<file path="config.mk">
export PLATFORM = sky130hd
export DESIGN_NAME = phsr_regs
export DESIGN_NICKNAME = d
export VERILOG_FILES = /design/src/phsr_pkg.sv /design/src/phsr_jabber_timer.sv /design/src/phsr_regs.sv
export SDC_FILE = /design/constraint.sdc
export NUM_CORES = 1
export LEC_CHECK = 0
export BUFFER_PORTS_ARGS = -buffer_cell sky130_fd_sc_hd__buf_2
export CAP_MARGIN = 0
export CORE_MARGIN = 5
export CORE_UTILIZATION = 50
export CTS_CLUSTER_SIZE = 16
export DETAILED_ROUTE_END_ITERATION = 8
export MAX_ROUTING_LAYER = met4
export PLACE_DENSITY = 0.72
export SYNTH_ARGS = -nofsm -noshare
export SYNTH_HDL_FRONTEND = slang
export SYNTH_SLANG_ARGS = --single-unit
</file>
<file path="constraint.sdc">
create_clock -name clock_i -period 4.7 [get_ports clock_i]
set_clock_uncertainty 0.05 [all_clocks]
set_input_delay 0.47 -clock clock_i [delete_from_list [all_inputs] [get_ports clock_i]]
set_output_delay 0.47 -clock clock_i [all_outputs]
set_load 0.005 [all_outputs]
</file>
<file path="src/phsr_pkg.sv">
// phsr_pkg: shared constants for the phy status and identifier register block
// assumes a 200 MHz management clock and 5-bit register addressing
package phsr_pkg;
	localparam int unsigned ADDR_W = 5;
	localparam int unsigned DATA_W = 16;
	localparam logic [4:0] STATUS_ADDR = 5'h01;
	localparam logic [4:0] ID_HIGH_ADDR = 5'h02;
	// status field positions
	localparam int unsigned EXT_CAP_BIT = 0;
	localparam int unsigned JABBER_BIT = 1;
	localparam int unsigned LINK_BIT = 2;
	localparam int unsigned AN_ABILITY_BIT = 3;
	localparam int unsigned REMOTE_FAULT_BIT = 4;
	localparam int unsigned AN_DONE_BIT = 5;
	localparam int unsigned PREAMBLE_SKIP_BIT = 6;
	// identifier reset value is arbitrary, not a real vendor code
	localparam logic [15:0] ID_HIGH_RESET = 16'h0a5c;
	localparam logic [15:0] STATUS_RESET = 16'h0000;
	// jabber limit: transmission longer than this is cut
	localparam int unsigned CLK_KHZ = 200000;
	localparam int unsigned JABBER_TIME_MS = 105;
	localparam int unsigned JABBER_CYCLES = JABBER_TIME_MS * CLK_KHZ;
	localparam int unsigned JAB_CNT_W = 25;
endpackage : phsr_pkg

</file>
<file path="src/phsr_jabber_timer.sv">
// phsr_jabber_timer: measures one transmission in 10 Mb/s mode and cuts it off when too long
// assumes tx_active_i and mode_10bt_i come from logic on the same clock
`timescale 1ns/1ps
`default_nettype none
module phsr_jabber_timer #(
	parameter int unsigned LIMIT = phsr_pkg::JABBER_CYCLES
) (
	input wire logic clock_i,
	input wire logic rst_n_i,
	input wire logic tx_active_i,
	input wire logic mode_10bt_i,
	output logic jabber_pulse_o,
	output logic cutoff_o
);
	typedef struct packed {
		logic [phsr_pkg::JAB_CNT_W-1:0] cnt;
		logic pulse;
		logic cut;
	} phsr_jab_state_type;

	phsr_jab_state_type st_reg;
	phsr_jab_state_type st_next;

	localparam int unsigned CNT_W = phsr_pkg::JAB_CNT_W;
	localparam logic [CNT_W-1:0] LIMIT_W = CNT_W'(LIMIT);

	always_comb begin
		st_next = st_reg;
		st_next.pulse = 1'b0;
		// only 10 Mb/s has a jabber function
		if (!tx_active_i || !mode_10bt_i) begin
			st_next.cnt = '0;
			st_next.cut = 1'b0;
		end else if (!st_reg.cut) begin
			if (st_reg.cnt >= LIMIT_W) begin
				st_next.cut = 1'b1;
				st_next.pulse = 1'b1;
			end else begin
				st_next.cnt = st_reg.cnt + 1'b1;
			end
		end
	end

	always_ff @(posedge clock_i or negedge rst_n_i) begin
		if (!rst_n_i) begin
			st_reg <= '0;
		end else begin
			st_reg <= st_next;
		end
	end

	assign jabber_pulse_o = st_reg.pulse;
	assign cutoff_o = st_reg.cut;
endmodule : phsr_jabber_timer
`default_nettype wire

</file>
<file path="src/phsr_regs.sv">
// phsr_regs: basic status register (low half) and first identifier register of the phy
// assumes a management frame engine on the same clock issues one-cycle read and write strobes
// Functional notes
// status bit 6 copies the management preamble configuration bit.
// status bit 5 reads 1 once auto-negotiation has completed, 0 after reset.
// with auto-negotiation on, bit 4 follows the link partner remote fault bit.
// with auto-negotiation off, bit 4 follows the far end fault detector.
// status bit 3 always reads 1.
// status bit 2 reports a valid link and resets to 0.
// a link failure clears bit 2 and keeps it clear until the status register is read.
// in 10 Mb/s mode a transmission over 105 ms is cut off and sets the jabber bit.
// a set jabber bit with its mask bit set raises the management interrupt.
// the jabber bit stays set until a status read, an interrupt status read or reset.
// no jabber is flagged in 100 Mb/s mode.
// status bit 0 always reads 1.
// the identifier register holds vendor id bits 3 to 18, bit 3 in register bit 15.
// writes to the identifier register are ignored while legacy mode is set.
// a clearing status read returns the latched value and the flag reloads next cycle.
`timescale 1ns/1ps
`default_nettype none
module phsr_regs #(
	parameter int unsigned JABBER_LIMIT = phsr_pkg::JABBER_CYCLES
) (
	input wire logic clock_i,
	input wire logic resetn_i,
	input wire logic rd_en_i,
	input wire logic wr_en_i,
	input wire logic [phsr_pkg::ADDR_W-1:0] addr_i,
	input wire logic [phsr_pkg::DATA_W-1:0] wdata_i,
	output logic [phsr_pkg::DATA_W-1:0] rdata_o,
	input wire logic link_ok_i,
	input wire logic an_enable_i,
	input wire logic an_complete_i,
	input wire logic lp_remote_fault_i,
	input wire logic far_end_fault_i,
	input wire logic mode_10bt_i,
	input wire logic tx_active_i,
	input wire logic mgmt_preamble_required_cfg_i,
	input wire logic legacy_compat_i,
	input wire logic jabber_irq_mask_i,
	input wire logic isr_read_i,
	output logic tx_cutoff_o,
	output logic mgmt_irq_o
);
	typedef struct packed {
		logic link_lat;
		logic jab_lat;
		logic [15:0] vendor_unique_id;
		logic [15:0] rdata;
		logic irq;
	} phsr_state_type;

	phsr_state_type st_reg;
	phsr_state_type st_next;
	logic rst_meta_reg;
	logic rst_n_reg;
	logic jab_pulse;
	logic status_rd;
	logic id_wr;
	logic id_rd;

	// async assert, synchronous release
	always_ff @(posedge clock_i or negedge resetn_i) begin
		if (!resetn_i) begin
			rst_meta_reg <= 1'b0;
			rst_n_reg <= 1'b0;
		end else begin
			rst_meta_reg <= 1'b1;
			rst_n_reg <= rst_meta_reg;
		end
	end

	phsr_jabber_timer #(
		.LIMIT(JABBER_LIMIT)
	) u_jab (
		.clock_i(clock_i),
		.rst_n_i(rst_n_reg),
		.tx_active_i(tx_active_i),
		.mode_10bt_i(mode_10bt_i),
		.jabber_pulse_o(jab_pulse),
		.cutoff_o(tx_cutoff_o)
	);

	function automatic logic addr_hit(input logic [4:0] a, input logic [4:0] target);
		addr_hit = (a == target);
	endfunction : addr_hit

	assign status_rd = rd_en_i && addr_hit(addr_i, phsr_pkg::STATUS_ADDR);
	assign id_wr = wr_en_i && addr_hit(addr_i, phsr_pkg::ID_HIGH_ADDR);
	assign id_rd = rd_en_i && addr_hit(addr_i, phsr_pkg::ID_HIGH_ADDR);

	always_comb begin
		st_next = st_reg;
		// link latches low; a read reloads from the live link
		if (status_rd) begin
			st_next.link_lat = link_ok_i;
		end else begin
			st_next.link_lat = st_reg.link_lat & link_ok_i;
		end
		// a new jabber in the clearing cycle wins over the clear
		if (status_rd || isr_read_i) begin
			st_next.jab_lat = jab_pulse;
		end else begin
			st_next.jab_lat = st_reg.jab_lat | jab_pulse;
		end
		if (id_wr && !legacy_compat_i) begin
			st_next.vendor_unique_id = wdata_i;
		end
		st_next.irq = st_reg.jab_lat & jabber_irq_mask_i;
		if (rd_en_i) begin
			st_next.rdata = '0;
			if (status_rd) begin
				st_next.rdata[phsr_pkg::EXT_CAP_BIT] = 1'b1;
				st_next.rdata[phsr_pkg::JABBER_BIT] = st_reg.jab_lat;
				st_next.rdata[phsr_pkg::LINK_BIT] = st_reg.link_lat;
				st_next.rdata[phsr_pkg::AN_ABILITY_BIT] = 1'b1;
				st_next.rdata[phsr_pkg::REMOTE_FAULT_BIT] = an_enable_i ? lp_remote_fault_i : far_end_fault_i;
				st_next.rdata[phsr_pkg::AN_DONE_BIT] = an_complete_i;
				st_next.rdata[phsr_pkg::PREAMBLE_SKIP_BIT] = mgmt_preamble_required_cfg_i;
			end else if (addr_hit(addr_i, phsr_pkg::ID_HIGH_ADDR)) begin
				// id bit 3 sits in register bit 15
				st_next.rdata = st_reg.vendor_unique_id;
			end
		end
	end

	always_ff @(posedge clock_i or negedge rst_n_reg) begin
		if (!rst_n_reg) begin
			st_reg.link_lat <= 1'b0;
			st_reg.jab_lat <= 1'b0;
			st_reg.vendor_unique_id <= phsr_pkg::ID_HIGH_RESET;
			st_reg.rdata <= phsr_pkg::STATUS_RESET;
			st_reg.irq <= 1'b0;
		end else begin
			st_reg <= st_next;
		end
	end

	assign rdata_o = st_reg.rdata;
	assign mgmt_irq_o = st_reg.irq;
endmodule : phsr_regs
`default_nettype wire

</file>
Word level (Yosys, flattened, before mapping)
Cells that the tools add are included.

word-level totals
  bits of input ports = 36
  logic and storage cells = 40
  output and inout bits = 18
  bits in registers = 64

cells by class
  reduce and logical (&&, ||, !) cells = 9
  mux-type cells = 12
  magnitude comparators = 1
  $add $sub $neg = 1
  equality and inequality tests = 4
  bitwise gates (word level) = 3

operator list
  kind                                                   number
  2-to-1 mux 25 bit                                      2
  2-to-1 mux 27 bit                                      1
  adder 25 x 1 -> 25 bit, second input constant          1
  >= comparator 25 bit, second input constant            1
  2-to-1 mux 16 bit                                      1
  2-to-1 mux 9 bit                                       1
  2-to-1 mux 7 bit                                       1
  == test 5 x 1 -> 1 bit, second input constant          1
  == test 5 x 2 -> 1 bit, second input constant          1
  2-to-1 mux 1 bit                                       5
  logical AND 1 bit                                      3
  logical NOT 1 bit                                      3
  bitwise AND 1 bit                                      2
  logical OR 1 bit                                       2
  2-to-1 mux 2 bit                                       1
  inequality test 2 x 1 -> 1 bit, second input constant  1
  inequality test 2 bit, second input constant           1
  AND reduction 2 bit                                    1
  OR 1 bit                                               1

Longest topological paths before layout
Gate-level depths: netlist (run 1).

  depth after elaboration = 4
  gate-level depth with buffers = 8
  gate-level depth less buffers = 5

Hierarchy
Synthesis (run 1) repeated with hierarchy kept, for this count alone.

second synthesis, totals
  cell total of the unflattened synthesis = 280
  area, all modules = 3320.7 um^2

by module, submodules not included
  module             sequential area each (um^2)  cells an instance  instances  area each (um^2)
  phsr_jabber_timer  675.6                        164                1          1687.9
  phsr_regs          933.4                        116                1          1632.8

Worst setup path after synthesis (run 1)
Ideal clock, no wire load.

  path kind = input port to flip-flop
  start = input port addr_i[3] in the netlist's numbering
  end = register st_reg[22] in the netlist's numbering
  stages = 5
  buffers on the path = 1
  path slack = 2498 ps
  arrival = 2028 ps
  required time = 4525 ps
  library setup time = 125 ps
  path through = or3_1 nor3b_2 nand3b_2 buf_1 mux2_2

on the way
  cells in the longest elaborated chain, start to end = 3

RTL lines
  item                    RTL line          RTL
  start, declared         phsr_regs.sv:28   input wire logic [phsr_pkg::ADDR_W-1:0] addr_i,
  == test 5 x 2 -> 1 bit  phsr_regs.sv:85   addr_hit = (a == target);
  logical AND 1 bit       phsr_regs.sv:89   assign id_wr = wr_en_i && addr_hit(addr_i, phsr_pkg::ID_HIGH_ADDR);
  logical AND 1 bit       phsr_regs.sv:106  if (id_wr && !legacy_compat_i) begin
  end signal, assigned    phsr_regs.sv:135  st_reg <= st_next;
  end, declared           phsr_regs.sv:53   phsr_state_type st_reg;

No other way between the ends.
A chain may end at the register's enable or synchronous reset.

Worst setup path in the final report (run 1)
  start = input port addr_i[3] in the netlist's numbering
  end = register st_reg[30] in the netlist's numbering

The elaborated chain is that of the path after synthesis.

==> run metrics, run 1 <==
status=finished clean; Buffers on Ports=53; unrepaired setup endpoints after global routing=no; final worst path period need=between 2 and 3 ns; fin. max-slew vios=0; global-route wire length before repair=10900 um; crit-path leading delay family=simple AND/OR/NAND/NOR gates; via/cell ratio=5.54; cell count after synthesis=311; Sw Pwr=0.000253 W; DR DRC count=0; Die W=89.6 um; initial antenna violation count=0; Root Buffer=clkbuf_8; Die Y=approximately 90 um; Crit path largest cell delay=just over 0.8 ns; Crit. End Element=flop; CORE AREA=roughly 6200 um2; leading area contributor after synthesis=dfrtp_1; Post-CTS Setup Inserts=0; Worst Path Required=4.87 ns; FF-to-FF Start=u_jab.st_reg[17]$_DFFE_PN0P_; share of layout cells above drive strength 1=0.293; fin area=3540 um2; final period utilization=0.558; Sw Ratio=0.222; Rel. slew slack=0.288; Reg power frac=0.524; via count=2378; CTS max path bufs=2; Syn Area/Cell=10.2 um2; crit-path max FO=17; actual slew at the worst max-slew pin=approximately 1.1 ns; Post-DP HPWL=4540 um; syn_nets=349; largest net degree at the start of global routing=36; critical path type=input port to flop; final setup fails=0; vias in the first global route=roughly 2400; GRT Residual Overflow=0; Synth Warn #=0; Synth Flop Type=dfrtp_1; max frequency=~380 MHz; CP bufs+invs=1; clk sinks=64; reg2reg end=u_jab.st_reg[15]$_DFFE_PN0P_; Worst path depth=5; setup slack, reg-to-reg=2.29 ns; DR WL/cell=15.4 um; Yosys top cell area share=0.458; count leader, synth=dfrtp_1; part of the power in combinational logic=0.058; top cells by count, synth=58 x dfrtp_1, 27 x nor2_1, 22 x nand2_1; Int Pwr=slightly below 0.0009 W; max reg flops=25; crit path max-delay cell type=nor3b_2; Hold Path Class=flop to asynchronous set/reset pin; top cells by area, synth=dfrtp_1 46%, mux2_2 6.0%, dfstp_2 5.0%; Setup TNS=0 ns; crit path cell chain=buf_2 > or3_1 > nor3b_2 > nand3b_2 > mux2_2; Final Hold Viols=0; Synth-to-Final Area Change=11.7%; PnR worst setup slack=between 2 and 2.5 ns; FF-to-FF path depth=5; Clk pin slew, worst setup/hold paths=0.07 ns; initial core utilization=0.508; # IOs=54; FFs w/ async S/R, synth=1.00; DR iter-0 viols=101; cell area after synthesis=3170 um2; ANT cells=0; VDD IR max=between 0.1 and 0.15 mV; post-place setup slack=around 1.7 ns; CTS tree=done; Post-DRT Antenna Nets=0; startpoint types=input port; # Max-Cap Violations=0; sequential fraction of the synthesis area=0.507; Post-Route WL=~6600 um; flops & latches, synth=64; Pleak=1.60 nW; GP Congestion=roughly 0.84; Cell Pwr Density=between 300 and 400 nW/um2; final net count=between 300 and 400; placed cell area=3330 um2; area of the die=8030 um2; First-pass DRT Iterations=4; Clk network pwr share=0.418; gr usage total=0.182; row cnt=29; post-synth cell types=between 50 and 60; CP arrival=2.79 ns; Clock Latency Late Sink=0.33 ns; CTS H-tree lvls=3; TritonCTS Buffers=9; Post-synth EDFFs=0; fillers=568
==> how the worst max path moves through the flow <==
stage                   start                      to  slack [ns]
floorplan           addr_i[3]  st_reg[22]$_DFFE_PN0P_        2.50
global placement    addr_i[3]  st_reg[27]$_DFFE_PN0P_        1.75
detailed placement  addr_i[3]  st_reg[30]$_DFFE_PN0P_        1.69
CTS                 addr_i[3]  st_reg[22]$_DFFE_PN0P_        2.04
global route        addr_i[3]  st_reg[22]$_DFFE_PN0P_        1.82
finish              addr_i[3]  st_reg[30]$_DFFE_PN0P_        2.08
==> stage by stage <==
step                utilization  cells  total power (W)  hold slack, ns
finish                    0.568    429          0.00114           0.228
global route              0.568    429          0.00119           0.295
CTS                       0.568    429          0.00116           0.257
global placement          0.534    412         0.000671           0.205
floorplan                     -    311         0.000650           0.124
detailed placement        0.534    412         0.000675           0.208
==> worst register-to-register path, cell delays in order, from the launching register on <==
cell,delay (ns)
dfrtp_1,0.43
nor4_2,0.39
a31oi_2,0.23
or3_4,0.55
or4_1,0.53
a21oi_1,0.15
==> per-layer routing <==
metal	GRT usage	vias up	share of wire
met5	-	-	0
met4	0.0825	0	0.018
met3	0.0347	12	0.056
met2	0.308	50	0.49
met1	0.207	1148	0.44
li1	-	1168	-
==> power by group through the flow <==
stage	sequential, W	clock, W	combinational, W
floorplan	0.000607	0	0.0000429
global placement	0.000607	0	0.0000646
detailed placement	0.000608	0	0.0000672
CTS	0.000597	0.000493	0.0000679
global route	0.000601	0.000517	0.0000757
finish	0.000597	0.000477	0.0000665
==> cells in the final DEF, fill, tap and decap left out, drive strengths merged, types with 3 or more instances in the layout <==
master	Yosys	final
nand2b	3	3
clkbuf	8	13
buf	21	54
a31oi	3	3
o21ai	16	16
and4	4	4
xnor2	6	6
mux2	17	17
a22oi	5	5
inv	15	15
dfrtp	58	58
or3	5	5
nand2	22	22
a21oi	18	18
nor4	9	9
dfstp	6	6
and2	4	4
nand4	8	8
nand3	20	20
nor2	27	27
or4	6	6
==> cell type report <==
cell class,count,area (um2),area share
clock buffer,13,159,0.0449
clock inverter,3,40.0,0.0113
inverter,15,56.3,0.0159
multi-input combinational,202,1300,0.366
sequential,64,1610,0.455
tap,77,96.3,0.0272
timing repair buffer,55,283,0.0798
==> kinds of logic after synthesis <==
family	Yosys count	share of synthesized area
and+or+nand+nor	116	0.200
other	1	0.00118
adders and majority gates	2	0.00789
buffers and inverters	45	0.0833
AOI/OAI and AO/OA	58	0.116
xor gates and xnor gates	6	0.0166
muxes	19	0.0667
DFF	64	0.507
==> timing repair <==
action / 4_1_cts / 5_1_grt
resized for setup: 0 / 0
hold buffers: 1 / 0
endpoints found under the hold margin: 2 / 0
Power figures use the tool's default switching activity.
==> inputs of run 2 (changes only) <==
--- a/config.mk
+++ b/config.mk
@@ -5,6 +5,7 @@
 export SDC_FILE = /design/constraint.sdc
 export NUM_CORES = 1
 export LEC_CHECK = 0
+export ABC_AREA = 1
 export BUFFER_PORTS_ARGS = -buffer_cell sky130_fd_sc_hd__buf_2
 export CAP_MARGIN = 0
 export CORE_MARGIN = 5
@@ -12,7 +13,7 @@
 export CTS_CLUSTER_SIZE = 16
 export DETAILED_ROUTE_END_ITERATION = 8
 export MAX_ROUTING_LAYER = met4
-export PLACE_DENSITY = 0.72
+export PLACE_DENSITY = 0.71
 export SYNTH_ARGS = -nofsm -noshare
 export SYNTH_HDL_FRONTEND = slang
 export SYNTH_SLANG_ARGS = --single-unit
==> constraint.sdc (replaced) <==
create_clock -name clock_i -period 2.7 [get_ports clock_i]
set_clock_uncertainty 0.05 [all_clocks]
set_input_delay 0.27 -clock clock_i [delete_from_list [all_inputs] [get_ports clock_i]]
set_output_delay 0.27 -clock clock_i [all_outputs]
set_load 0.005 [all_outputs]
==> run 2 against run 1 <==
Compared with the run above:
- critical path depth up 4
- first-iteration DRC count up 73%
- register-to-register slack lost 1.5 ns
- critical path type is now flop to flop
==> run metrics, run 2 <==
status=finished clean; initial antenna violation count=0; Yosys top cell area share=0.408; Final Hold Viols=0; crit-path max FO=26; row cnt=30; TritonCTS Buffers=9; Post-synth EDFFs=0; Clk pin slew, worst setup/hold paths=0.07 ns; cell count after synthesis=around 500; syn_nets=around 540; CTS H-tree lvls=3; commonest non-fill, non-tap cells in the layout=155 x nand2_1, 77 x nor2_1, 57 x dfrtp_1, 53 x buf_2, 49 x inv_1; leading area contributor after synthesis=dfrtp_1; most common cell after layout, fill and taps aside=nand2_1; Top cell by count, worst path=nand2_1; CORE AREA=6870 um2; share of layout cells above drive strength 1=0.159; DR iter-0 viols=175; Die Y=between 90 and 100 um; Post-DP HPWL=5660 um; fillers=just under 700; M1 GR Usage=0.244; largest net degree at the start of global routing=63; Syn Area/Cell=7.16 um2; via/cell ratio=4.97; crit path cell chain=nor2_1 > nand2_1 > nand2_1 > nand2_1 > nor2_4 > nand3_4 > nand2_4 > nand2_1 > nand2_1; critical path type=flop to flop; final period utilization=0.700; post-synth cell types=34; DR WL/cell=12.5 um; global-route wire length before repair=13500 um; Pleak=2.01 nW; # Max-Cap Violations=0; top cells by count, synth=155 x nand2_1, 77 x nor2_1, 58 x dfrtp_1; crit-path leading delay family=simple AND/OR/NAND/NOR gates; max reg flops=25; Clock Latency Late Sink=0.33 ns; unrepaired setup endpoints after global routing=no; gr usage total=0.198; Synth Flop Type=dfrtp_1; Buffers on Ports=53; Post-DRT Antenna Nets=0; GRT met2 Usage=0.324; Worst Path Required=2.92 ns; cell area after synthesis=3560 um2; Root Buffer=clkbuf_8; final net count=574; area of the multi-input gates=1560 um2; Cell Pwr Density=slightly below 500 nW/um2; FFs w/ async S/R, synth=1.00; GRT Residual Overflow=0; Die W=around 94 um; count leader, synth=nand2_1; initial core utilization=0.518; Setup TNS=0 ns; Synth Warn #=0; crit path max-delay cell type=dfrtp_1; top cells by area, synth=dfrtp_1 41%, nand2_1 16%, nor2_1 8.1%; Synth-to-Final Area Change=11.9%; final setup fails=0; actual slew at the worst max-slew pin=between 0.7 and 0.8 ns; fin. max-slew vios=0; via count=approximately 3200; clk sinks=64; DR DRC count=0; ANT cells=0; sequential fraction of the synthesis area=0.452; startpoint types=flop; Rel. slew slack=0.484; area of the die=8910 um2; # IOs=54; final worst path period need=1.89 ns; storage element area=1610 um2; GP Congestion=0.926; GR met3 Demand/Resource=0.0534; Crit path largest cell delay=between 0.4 and 0.5 ns; Hold Path Class=input port to flop; CP bufs+invs=0; flops & latches, synth=64; VDD IR max=approximately 0.25 mV; First-pass DRT Iterations=4; Post-Route WL=between 7000 and 8000 um; CP arrival=2.11 ns; vias in the first global route=2906; worst hold slack=0.0719 ns; Crit. End Element=flop; CTS tree=done; max frequency=approximately 530 MHz; Most Crowded Layer GR=met2; CTS max path bufs=2
==> run 2: through the flow <==
| stage | utilization | std cells | setup WS (ns) | instance area, um2 | power (W) |
|---|---|---|---|---|---|
| final | 0.580 | 636 | 0.809 | 3980 | 0.00198 |
| after global routing | 0.580 | 636 | 0.592 | 3980 | 0.00209 |
| after CTS | 0.580 | 636 | 0.807 | 3980 | 0.00201 |
| after detailed placement | 0.550 | 620 | 0.831 | 3780 | 0.00119 |
| after global placement | 0.550 | 620 | 0.880 | 3780 | 0.00118 |
| after floorplan | - | 497 | 0.746 | 3560 | 0.00114 |
==> run 2: cells by family (layout without fill, tap and decap cells) <==
logic type	count (synthesis)	after routing	synth area share
simple gates	287	287	0.335
buf+inv	82	125	0.111
flops	64	64	0.452
compound gates	57	57	0.0840
xor+xnor	4	4	0.00984
fa+ha+maj	2	2	0.00703
other cells	1	1	0.00105
==> run 2: cell type report <==
type,instances,area share
clock buffers,12,0.0389
clock inverters,3,0.0107
inverters,52,0.0490
multi-input cells,351,0.390
flip-flops and latches,64,0.404
well taps,96,0.0302
repair buffers,58,0.0766
==> run 2: power by group <==
part           leakage [nW]  internal, W  switching (W)
logic                  1.10    0.0000535      0.0000821
clock network        0.0985     0.000471       0.000345
registers             0.819      0.00101      0.0000183
==> run 2: per-layer routing <==
layer  share of wire  up-vias  wire length (um)
met4           0.010        0                82
li1                -     1610                 -
met1            0.44     1458              3540
met2            0.48       86              3830
met3           0.062       10               496
met5               0        -                 0
==> run 2: timing repair <==
action	in CTS	in global routing
hold buffers	1	0
gates resized for setup	0	0
hold endpoints to repair	2	0
buffers inserted	0	0
==> run 2: path summary, 6_finish.rpt <==
kind | depth (start not counted) | from | slack, ns | end
max in group asynchronous | 1 | rst_n_reg$_DFF_PN0_ | 1.70 | u_jab.st_reg[17]$_DFFE_PN0P_
worst max-delay path | 9 | u_jab.st_reg[22]$_DFFE_PN0P_ | 0.81 | u_jab.st_reg[21]$_DFFE_PN0P_
worst min register to register | 0 | rst_meta_reg$_DFF_PN0_ | 0.31 | rst_n_reg$_DFF_PN0_
worst max register to register | 9 | u_jab.st_reg[22]$_DFFE_PN0P_ | 0.81 | u_jab.st_reg[21]$_DFFE_PN0P_
min in group asynchronous | 2 | resetn_i | 0.20 | rst_n_reg$_DFF_PN0_
worst min-delay path | 2 | isr_read_i | 0.07 | st_reg[33]$_DFF_PN0_
==> run 2: worst reg2reg max path, cell delays in order (launching register included) <==
cell,delay [ns]
dfrtp_1,0.45
nor2_1,0.16
nand2_1,0.08
nand2_1,0.07
nand2_1,0.07
nor2_4,0.15
nand3_4,0.28
nand2_4,0.35
nand2_1,0.12
nand2_1,0.06
